===== config.mk =====
export PLATFORM = sky130hd
export DESIGN_NAME = cpu_clock_state_manager
export DESIGN_NICKNAME = d
export VERILOG_FILES = /design/src/logic/clock_state_pkg.sv /design/src/logic/cpu_clock_state_manager.sv
export SDC_FILE = /design/constraint.sdc
export NUM_CORES = 1
export LEC_CHECK = 0
export BUFFER_PORTS_ARGS = -buffer_cell sky130_fd_sc_hd__buf_2
export CAP_MARGIN = 25
export CELL_PAD_IN_SITES_DETAIL_PLACEMENT = 1
export CELL_PAD_IN_SITES_GLOBAL_PLACEMENT = 2
export CORE_ASPECT_RATIO = 1.2
export CORE_MARGIN = 10
export CORE_UTILIZATION = 35
export DETAILED_ROUTE_END_ITERATION = 8
export GPL_TIMING_DRIVEN = 0
export PLACE_DENSITY_LB_ADDON = 0.1
export SLEW_MARGIN = 20
export SYNTH_ARGS = -nofsm -noshare
export SYNTH_HDL_FRONTEND = slang
export SYNTH_SLANG_ARGS = --single-unit

===== constraint.sdc =====
create_clock -name sys_clk -period 2.48 [get_ports sys_clk]
set_input_delay 0.496 -clock sys_clk [delete_from_list [all_inputs] [get_ports sys_clk]]
set_output_delay 0.496 -clock sys_clk [all_outputs]
set_load 0.05 [all_outputs]

===== src/logic/clock_state_pkg.sv =====
// Constants and state type for the processor clock-state manager.
// Assumes a single 125 MHz system clock shared with the host bus.
package clock_state_pkg;

   // ****************************************
   // Clock states
   // ****************************************
   typedef enum logic [2:0] {
      ST_NORMAL,
      ST_AUTO_HALT,
      ST_QUICK_START,
      ST_SNOOP,
      ST_DEEP_SLEEP,
      ST_RELOCK
   } clk_state_t;

   // ****************************************
   // Timing
   // ****************************************
   localparam int CLK_PERIOD_NS = 8;
   localparam int PLL_RELOCK_US = 30;
   localparam int EXIT_LIMIT_US = 10;
   // Longest times round down
   localparam int RELOCK_CYC = (PLL_RELOCK_US * 1000) / CLK_PERIOD_NS;
   localparam int EXIT_LIMIT_CYC = (EXIT_LIMIT_US * 1000) / CLK_PERIOD_NS;
   localparam int RELOCK_W = 12;
   localparam logic [RELOCK_W-1:0] RELOCK_LAST = RELOCK_W'(RELOCK_CYC - 1);
   localparam int SNOOP_EXIT_CYC = 2;
   localparam logic [1:0] SNOOP_LAST = 2'(SNOOP_EXIT_CYC - 1);

   // ****************************************
   // Synchroniser bit positions and idle values
   // ****************************************
   localparam int SYNC_W = 8;
   localparam int SB_STOP_N = 7;
   localparam int SB_DSLP_N = 6;
   localparam int SB_BCLK_RUN = 5;
   localparam int SB_NMI = 4;
   localparam int SB_INTR = 3;
   localparam int SB_BUS_INIT_N_N = 2;
   localparam int SB_FLUSH_N = 1;
   localparam int SB_SMI_N = 0;
   localparam logic [SYNC_W-1:0] SYNC_RST = 8'hE7;

endpackage


===== src/logic/cpu_clock_state_manager.sv =====
// Clock-state sequencer: Normal, Auto Halt, Quick Start, snoop and Deep Sleep.
// Assumes sys_clk is the host bus clock; control pins arrive asynchronously.
`timescale 1ns/100ps
`default_nettype none

module cpu_clock_state_manager (
   input wire logic sys_clk,
   input wire logic arst_n,
   input wire logic stop_clock_request_n,
   input wire logic deep_sleep_request_n,
   input wire logic bus_clock_running,
   input wire logic nmi,
   input wire logic intr,
   input wire logic bus_init_n,
   input wire logic flush_n,
   input wire logic sys_mgmt_interrupt_n,
   input wire logic cpu_reset_n,
   input wire logic halt_instruction,
   input wire logic snoop_request,
   input wire logic bus_quiet,
   output logic [2:0] clock_state,
   output logic core_clk_en,
   output logic snoop_grant,
   output logic counters_en,
   output logic pll_relocking,
   output logic halt_bus_cycle,
   output logic core_init
);

   // ****************************************
   // Input synchronisers
   // ****************************************
   logic [clock_state_pkg::SYNC_W-1:0] raw_in;
   logic [clock_state_pkg::SYNC_W-1:0] sync1_q;
   logic [clock_state_pkg::SYNC_W-1:0] sync2_q;

   assign raw_in = {stop_clock_request_n, deep_sleep_request_n, bus_clock_running, nmi, intr,
                    bus_init_n, flush_n, sys_mgmt_interrupt_n};

   always_ff @(posedge sys_clk or negedge arst_n) begin
      if (!arst_n) begin
         sync1_q <= clock_state_pkg::SYNC_RST;
         sync2_q <= clock_state_pkg::SYNC_RST;
      end else begin
         sync1_q <= raw_in;
         sync2_q <= sync1_q;
      end
   end

   logic stop_req;
   logic dslp_req;
   logic bclk_run;
   logic break_ev;

   assign stop_req = !sync2_q[clock_state_pkg::SB_STOP_N];
   assign dslp_req = !sync2_q[clock_state_pkg::SB_DSLP_N];
   assign bclk_run = sync2_q[clock_state_pkg::SB_BCLK_RUN];
   assign break_ev = sync2_q[clock_state_pkg::SB_NMI] || sync2_q[clock_state_pkg::SB_INTR]
                     || !sync2_q[clock_state_pkg::SB_BUS_INIT_N_N] || !sync2_q[clock_state_pkg::SB_FLUSH_N]
                     || !sync2_q[clock_state_pkg::SB_SMI_N] || !cpu_reset_n;

   // ****************************************
   // State machine
   // ****************************************
   clock_state_pkg::clk_state_t state_q, state_d;
   clock_state_pkg::clk_state_t prev_q, prev_d;
   logic qs_from_halt_q, qs_from_halt_d;
   logic [clock_state_pkg::RELOCK_W-1:0] relock_cnt_q, relock_cnt_d;
   logic [1:0] snoop_cnt_q, snoop_cnt_d;
   logic halt_cycle_q, halt_cycle_d;
   logic core_init_q, core_init_d;

   always_comb begin
      state_d = state_q;
      prev_d = prev_q;
      qs_from_halt_d = qs_from_halt_q;
      relock_cnt_d = relock_cnt_q;
      snoop_cnt_d = snoop_cnt_q;
      halt_cycle_d = 1'b0;
      core_init_d = 1'b0;
      case (state_q)
         clock_state_pkg::ST_NORMAL: begin
            if (stop_req) begin
               state_d = clock_state_pkg::ST_QUICK_START;
               qs_from_halt_d = 1'b0;
            end else if (halt_instruction) begin
               // Halt entry issues one halt cycle
               state_d = clock_state_pkg::ST_AUTO_HALT;
               halt_cycle_d = 1'b1;
            end
         end
         clock_state_pkg::ST_AUTO_HALT: begin
            if (snoop_request) begin
               state_d = clock_state_pkg::ST_SNOOP;
               prev_d = clock_state_pkg::ST_AUTO_HALT;
               snoop_cnt_d = 2'h0;
            end else if (break_ev) begin
               state_d = clock_state_pkg::ST_NORMAL;
            end else if (stop_req) begin
               state_d = clock_state_pkg::ST_QUICK_START;
               qs_from_halt_d = 1'b1;
            end
         end
         clock_state_pkg::ST_QUICK_START: begin
            if (!cpu_reset_n) begin
               core_init_d = 1'b1;
            end else if (snoop_request) begin
               state_d = clock_state_pkg::ST_SNOOP;
               prev_d = clock_state_pkg::ST_QUICK_START;
               snoop_cnt_d = 2'h0;
            end else if (!bclk_run || dslp_req) begin
               state_d = clock_state_pkg::ST_DEEP_SLEEP;
            end else if (!stop_req) begin
               // Back to halt without halt cycle
               state_d = qs_from_halt_q ? clock_state_pkg::ST_AUTO_HALT : clock_state_pkg::ST_NORMAL;
            end
         end
         clock_state_pkg::ST_SNOOP: begin
            // Leave a few clocks after quiet
            if (bus_quiet) begin
               if (snoop_cnt_q == clock_state_pkg::SNOOP_LAST) begin
                  state_d = prev_q;
               end else begin
                  snoop_cnt_d = snoop_cnt_q + 2'h1;
               end
            end else begin
               snoop_cnt_d = 2'h0;
            end
         end
         clock_state_pkg::ST_DEEP_SLEEP: begin
            if (bclk_run && !dslp_req) begin
               state_d = clock_state_pkg::ST_RELOCK;
               relock_cnt_d = '0;
            end
         end
         clock_state_pkg::ST_RELOCK: begin
            if (relock_cnt_q == clock_state_pkg::RELOCK_LAST) begin
               state_d = clock_state_pkg::ST_QUICK_START;
            end else begin
               relock_cnt_d = relock_cnt_q + 12'h001;
            end
         end
         default: begin
            state_d = clock_state_pkg::ST_NORMAL;
         end
      endcase
   end

   always_ff @(posedge sys_clk or negedge arst_n) begin
      if (!arst_n) begin
         state_q <= clock_state_pkg::ST_NORMAL;
         prev_q <= clock_state_pkg::ST_NORMAL;
         qs_from_halt_q <= 1'b0;
         relock_cnt_q <= '0;
         snoop_cnt_q <= 2'h0;
         halt_cycle_q <= 1'b0;
         core_init_q <= 1'b0;
      end else begin
         state_q <= state_d;
         prev_q <= prev_d;
         qs_from_halt_q <= qs_from_halt_d;
         relock_cnt_q <= relock_cnt_d;
         snoop_cnt_q <= snoop_cnt_d;
         halt_cycle_q <= halt_cycle_d;
         core_init_q <= core_init_d;
      end
   end

   // ****************************************
   // Outputs
   // ****************************************
   assign clock_state = state_q;
   assign core_clk_en = (state_q == clock_state_pkg::ST_NORMAL);
   // No snoop grant in Deep Sleep
   assign snoop_grant = (state_q == clock_state_pkg::ST_SNOOP);
   assign counters_en = (state_q == clock_state_pkg::ST_NORMAL) || (state_q == clock_state_pkg::ST_AUTO_HALT)
                        || ((state_q == clock_state_pkg::ST_SNOOP) && (prev_q == clock_state_pkg::ST_AUTO_HALT));
   assign pll_relocking = (state_q == clock_state_pkg::ST_RELOCK);
   assign halt_bus_cycle = halt_cycle_q;
   assign core_init = core_init_q;

   // ****************************************
   // Assertions
   // ****************************************
   // Relock length counter
   logic [clock_state_pkg::RELOCK_W-1:0] relock_seen_q, relock_seen_d;

   always_comb begin
      relock_seen_d = '0;
      if (pll_relocking) begin
         relock_seen_d = relock_seen_q + 12'h001;
      end
   end

   always_ff @(posedge sys_clk or negedge arst_n) begin
      if (!arst_n) begin
         relock_seen_q <= '0;
      end else begin
         relock_seen_q <= relock_seen_d;
      end
   end
endmodule

`default_nettype wire


==> results.tsv, run 1 <==
stage	metric	value	unit
run_status	status	complete, no violations	
logic_synthesis	synth-xor-area-share	3.01	%
sta	max_freq	456	MHz
cells_and_area	fin_nets	211	
setup_path	cp_top_family	buffers and inverters	
setup_path	cp-endpoint	core_clk_en	
power_and_ir_drop	p_per_area	1080	nW/um^2
sta	setup_viol	0	
global_route	track_usage	10.4	%
global_route	first_global_vias	1458	
logic_synthesis	ys_seq_area_share	55.3	%
cells_and_area	layout_common_cells	26 x dfrtp_1, 23 x buf_2, 18 x nor2_1	
sta	rsz0062_at_grt	no	
clock_tree	cts_buffer_depth	2	
cells_and_area	final_common_cell	dfrtp_1	
global_route	grt_max_degree	39	
logic_synthesis	synth_cell_types	45	
logic_synthesis	synth.cell_area	1750	sq um
setup_path	critPathKind	reg2out	
die	initial_core_util	35.9	%
setup_path	r2r_cells	7	
clock_tree	cts_sinks	38	
logic_synthesis	synth_top_flop_cell	dfrtp_1	
logic_synthesis	synth_top_family_by_area	simple AND/OR/NAND/NOR gates	
route	vias	1353	
clock_tree	post-cts-setup-buffers	0	
route	dr.first_iter.drc_count	69	
sta	post-route-min-period	2.19	ns
sta	min_period_over_period	88.5	%
die	io_pins	23	
placed_design	dpl-instance-area	1940	sq um
logic_synthesis	synth_mux_area_share	2.72	%
logic_synthesis	synth_warnings	0	
min_path	worstHoldPathType	in2async	
cells_and_area	fin_area	2050	sq um
logic_synthesis	synth_edf_count	0	
clock_tree	cts_tree	done	
route	drtAntennaViolNets	0	
placed_design	globalplace.congestion	0.817	
setup_path	worst_path_most_repeated_cell	buf_2	
clock_tree	cts_made_buffers	5	
power_and_ir_drop	finalPower	2.21	mW
setup_path	startpoint_type	flop	
setup_path	critPathBufInv	3	
power_and_ir_drop	power_leakage	0.923	nW
cells_and_area	area_delta_synth_final	17.1	%
route	drtPass1Iterations	4	
clock_tree	ctsRootBufferMaster	clkbuf_8	
route	totalWireLength	4070	um
clock_tree	h-tree-depth	2	
sta	fin_worst_skew	0.00511	ns
cells_and_area	fin_util	42.0	%
setup_path	path_depth	4	
setup_path	crit_fanout	10	
global_route	grt_pass1_wl	7070	um
logic_synthesis	ys_ff_latch	38	
sta	tightestPinTransition	0.831	ns
placed_design	dp_hpwl	2990	um
setup_path	worstPathArrival	1.70	ns
sta	final_max_slew_viol_count	0	
route	drt-wirelength-per-cell	16.0	um
global_route	overflow	0	
logic_synthesis	synthArstFlopShare	100	%
logic_synthesis	synth_simple_gate_area_share	21.1	%
die	chipHeight	97.4	um
setup_path	end_kind	primary output	
die	dieArea	8230	sq um
cells_and_area	drive_gt1_share	27.7	%
logic_synthesis	syn_avg_cell_area	10.5	sq um
route	post-route-drc-count	0	
setup_path	r2r_start	relock_cnt_q[1]	
setup_path	cp_cell_sequence	buf_2 > clkbuf_1 > nor3_2 > buf_2	
logic_synthesis	netlist_instances	167	
sta	setup_tns	0	ns
logic_synthesis	synth-adder-area-share	2.15	%
setup_path	reg2reg_to	clock_state[1]	
placed_design	portBuffers	21	
die	num_rows	28	
setup_path	cpMaxStageDelayCell	dfrtp_1	
sta	hold_viol	0	
global_route	antenna_found_initial	0	
setup_path	cp-startpoint	clock_state[2]	
die	die_w	84.5	um
sta	slew_headroom	44.6	%
cells_and_area	num_antenna_cells	0	
route	viasPerCell	5.31	
logic_synthesis	synth_fp_nets	184	
setup_path	critPathMaxStageDelay	0.39	ns
power_and_ir_drop	peakVddDrop	0.479	mV
clock_tree	insertion_delay	0.29	ns
setup_path	r2r_setup_slack	0.55	ns
logic_synthesis	synth_compound_area_share	11.9	%
flow_run	cap_violations	0	
die	core_area	4870	sq um
clock_tree	path_clk_slew	0.07	ns
sta	fin_hold_ws	0.297	ns
setup_path	cp.required	1.98	ns
==> metrics by stage <==
step / setup slack (ns) / instances
global placement: 0.445 / 248
global route: 0.163 / 255
detailed placement: 0.417 / 248
finish: 0.285 / 255
CTS: 0.0846 / 256
floorplan: 0.184 / 167
==> cell usage after synthesis, types with 3 or more instances <==
cell type,number,area share (%)
dfstp_2,12,18
and3_1,5,1.8
and4_1,3,1.5
nand3_1,9,2.6
nand2_1,11,2.4
nor3_1,5,1.4
nand4_1,3,1.1
dfrtp_1,26,37
o21ai_0,10,2.9
xnor2_1,3,1.5
a21oi_1,9,2.6
xor2_1,3,1.5
clkbuf_1,4,0.86
nor2_1,18,3.9
inv_1,5,1.1
ha_1,3,2.1
==> worst reg2reg max path: stages, from the launching register on <==
cell      delay, ns
dfrtp_1        0.42
inv_1          0.10
ha_1           0.15
and4bb_1       0.21
nand3_2        0.15
and2_4         0.21
a211o_1        0.27
mux2_4         0.30
==> state kept, by name, indices dropped and copies added (netlist names) <==
| register | flops |
|---|---|
| halt_bus_cycle | 1 |
| core_init | 1 |
| qs_from_halt_q | 1 |
| sync2_q | 8 |
| clock_state | 3 |
| sync1_q | 8 |
| prev_q | 2 |
| snoop_cnt_q | 2 |
| relock_cnt_q | 12 |
==> per-layer routing <==
metal  vias up  GRT usage (%)  routed length (um)
met5         -              0                   0
met4         0           4.44                  80
met3         7           3.27                 183
met2        22           17.7                2030
met1       673           11.6                1770
li1        651              -                   -
==> logic make-up after synthesis <==
family | Yosys count
AOI/OAI and AO/OA | 33
and+or+nand+nor | 68
muxes | 4
xor gates and xnor gates | 6
adders and majority gates | 3
DFF | 38
buffers and inverters | 15
==> how the worst min path moves through the flow <==
stage / from / to / slack [ns] / depth (start not counted)
floorplan: arst_n / clock_state[0] / 0.20 / 0
global placement: sync1_q[4] / sync2_q[4] / 0.34 / 0
detailed placement: sync1_q[3] / sync2_q[3] / 0.34 / 0
CTS: bus_init_n / sync1_q[2] / 0.29 / 1
global route: bus_init_n / sync1_q[2] / 0.28 / 1
finish: arst_n / snoop_cnt_q[1] / 0.30 / 1
==> where the power goes <==
group | internal [mW] | leakage [nW] | switching, mW
Combinational | 0.286 | 0.406 | 0.599
Clock | 0.299 | 0.0504 | 0.222
Sequential | 0.722 | 0.467 | 0.0803
Total | 1.31 | 0.923 | 0.902
==> layout make-up <==
class / instances / area (sq um)
multi-input cells: 114 / 723
plain buffers: 8 / 40.0
repair buffers: 21 / 105
fillers: 551 / 2820
flip-flops and latches: 38 / 966
clock buffers: 5 / 68.8
clock inverters: 3 / 45.0
inverters: 6 / 22.5
well taps: 60 / 75.1
==> repair_timing <==
| item | CTS | global route |
|---|---|---|
| hold endpoints to repair | 0 | 0 |
| endpoints found under the setup margin | 0 | 1 |
| hold buffers | 0 | 0 |
| resized for setup | 0 | 0 |
No activity file was read; power rests on OpenSTA's default activity.
==> run 2, diff against run 1 <==
--- a/config.mk
+++ b/config.mk
@@ -8,7 +8,7 @@
 export BUFFER_PORTS_ARGS = -buffer_cell sky130_fd_sc_hd__buf_2
 export CAP_MARGIN = 25
 export CELL_PAD_IN_SITES_DETAIL_PLACEMENT = 1
-export CELL_PAD_IN_SITES_GLOBAL_PLACEMENT = 2
+export CELL_PAD_IN_SITES_GLOBAL_PLACEMENT = 1
 export CORE_ASPECT_RATIO = 1.2
 export CORE_MARGIN = 10
 export CORE_UTILIZATION = 35
==> run 2 against run 1 <==
  * Combinational power is 0.8% lower
  * Worst setup slack worse by 0.018 ns
  * Sequential power hardly changed
  * Clock power is 7.3% higher
  * Total power is 1.5% higher
  * Design area is 0.67% higher
==> results.tsv, run 2 (same netlist as run 1, synthesis figures left out) <==
stage	metric	value	unit
run_status	status	complete, no violations	
clock_tree	cts_made_buffers	5	
cells_and_area	regArea	966	sq um
sta	hold_viol	0	
clock_tree	cts_sinks	38	
clock_tree	ctsResizeCount	0	
cells_and_area	layout_common_cells	26 x dfrtp_1, 23 x buf_2, 18 x nor2_1	
global_route	grt_max_degree	39	
route	post-route-drc-count	0	
sta	tightestPinTransition	0.835	ns
die	io_pins	23	
setup_path	critPathKind	reg2out	
power_and_ir_drop	power_leakage	0.938	nW
die	dieArea	8230	sq um
sta	fin_worst_skew	0.00610	ns
setup_path	worst_path_most_repeated_cell	buf_2	
cells_and_area	fin_util	42.3	%
power_and_ir_drop	clkPwrFrac	25.0	%
placed_design	dp_hpwl	3170	um
power_and_ir_drop	p_per_area	1090	nW/um^2
die	core_area	4870	sq um
clock_tree	cts_tree	done	
sta	min_period_over_period	89.2	%
power_and_ir_drop	p_int	1.33	mW
die	die_w	84.5	um
cells_and_area	final_common_cell	dfrtp_1	
cells_and_area	reg_top3	relock_cnt_q: 12 flops, sync1_q: 8 flops, sync2_q: 8 flops	
sta	setup_viol	0	
setup_path	cp.required	1.98	ns
die	initial_core_util	35.9	%
global_route	overflow	0	
die	num_rows	28	
power_and_ir_drop	seq_power_share	35.9	%
setup_path	cp_cell_sequence	buf_2 > clkbuf_1 > nor3_2 > buf_2	
sta	fin_hold_ws	0.295	ns
sta	setup_tns	0	ns
cells_and_area	area_delta_synth_final	17.9	%
sta	final_max_slew_viol_count	0	
global_route	grt_pass1_wl	7170	um
route	viasPerCell	5.39	
placed_design	globalplace.congestion	0.826	
cells_and_area	num_antenna_cells	0	
route	totalWireLength	4250	um
clock_tree	post-cts-setup-buffers	0	
global_route	first_global_vias	1521	
setup_path	crit_fanout	10	
cells_and_area	fin_nets	211	
route	vias	1375	
clock_tree	postCtsHoldBufs	0	
die	chipHeight	97.4	um
cells_and_area	drive_gt1_share	27.7	%
route	drtAntennaViolNets	0	
sta	post-route-min-period	2.21	ns
cells_and_area	multi_input_area	723	sq um
clock_tree	ctsRootBufferMaster	clkbuf_8	
flow_run	cap_violations	0	
route	drt-wirelength-per-cell	16.7	um
global_route	antenna_found_initial	0	
sta	rsz0062_at_grt	no	
setup_path	cpMaxStageDelayCell	dfrtp_1	
route	dr.first_iter.drc_count	34	
sta	max_freq	452	MHz
setup_path	worstPathArrival	1.72	ns
route	drtPass1Iterations	4	
cells_and_area	fill_cells	564	
power_and_ir_drop	power_switching	0.913	mW
setup_path	critPathMaxStageDelay	0.38	ns
setup_path	end_kind	primary output	
clock_tree	insertion_delay	0.29	ns
power_and_ir_drop	peakVddDrop	0.517	mV
power_and_ir_drop	p_comb_share	39.2	%
power_and_ir_drop	swShare	40.7	%
cells_and_area	regMostFlops	relock_cnt_q	
cells_and_area	largest_reg_flops	12	
clock_tree	path_clk_slew	0.08	ns
power_and_ir_drop	finalPower	2.24	mW
global_route	track_usage	10.5	%
clock_tree	cts_buffer_depth	2	
placed_design	portBuffers	21	
setup_path	startpoint_type	flop	
min_path	worstHoldPathType	in2async	
clock_tree	h-tree-depth	2	
sta	slew_headroom	44.3	%
-- run 2: cell count changes in the layout (fill, tap and decap cells not counted), sizes merged --
cell	change
clkinv	+1
clkinvlp	-2
bufinv	-1
clkbuf	+2
-- run 2: path summary, 6_finish.rpt --
check,startpoint,endpoint,slack (ns),depth (start not counted)
setup / recovery,clock_state[2],core_clk_en,0.27,4
hold / removal,arst_n,relock_cnt_q[9],0.30,1
setup reg to reg,sync2_q[7],clock_state[1],0.58,5
hold reg to reg,sync1_q[4],sync2_q[4],0.36,0
max in group asynchronous,arst_n,qs_from_halt_q,1.66,1
min in group sys_clk,bus_clock_running,sync1_q[5],0.30,1
-- run 2: area by class of cell --
type	count	area share [%]
inverter	6	1.09
buffer	8	1.94
clock buffer	7	5.77
timing repair buffer	21	5.10
tap	60	3.65
clock inverter	1	0.425
multi-input combinational	114	35.1
sequential	38	46.9
-- run 2: power groups by stage --
| stage | combinational (mW) | sequential, mW | clock [mW] |
|---|---|---|---|
| 2_1_floorplan | 0.583 | 0.889 | 0 |
| 3_3_place_gp | 0.863 | 0.804 | 0 |
| 3_5_place_dp | 0.892 | 0.813 | 0 |
| 4_1_cts | 0.894 | 0.802 | 0.578 |
| 5_1_grt | 0.966 | 0.820 | 0.611 |
| 6_report | 0.878 | 0.804 | 0.559 |
-- run 2: worst max-delay path: cells and delay by family (launching register included) --
| kind | cells | cell delay (ns) |
|---|---|---|
| buf+inv | 3 | 0.73 |
| flops | 1 | 0.38 |
| simple gates | 1 | 0.30 |
-- run 2: routing by layer --
metal / GRT usage (%) / wire length [um]
met5: 0 / 0
met4: 4.70 / 79
met3: 3.94 / 194
met2: 17.9 / 2230
met1: 11.3 / 1740
-- run 2: metrics by stage --
step / instances / worst slack, ns / instance area, sq um
3_5_place_dp: 248 / 0.371 / 1940
6_report: 255 / 0.267 / 2060
3_3_place_gp: 248 / 0.441 / 1940
4_1_cts: 256 / 0.0385 / 2060
2_1_floorplan: 167 / 0.184 / 1760
5_1_grt: 255 / 0.180 / 2060
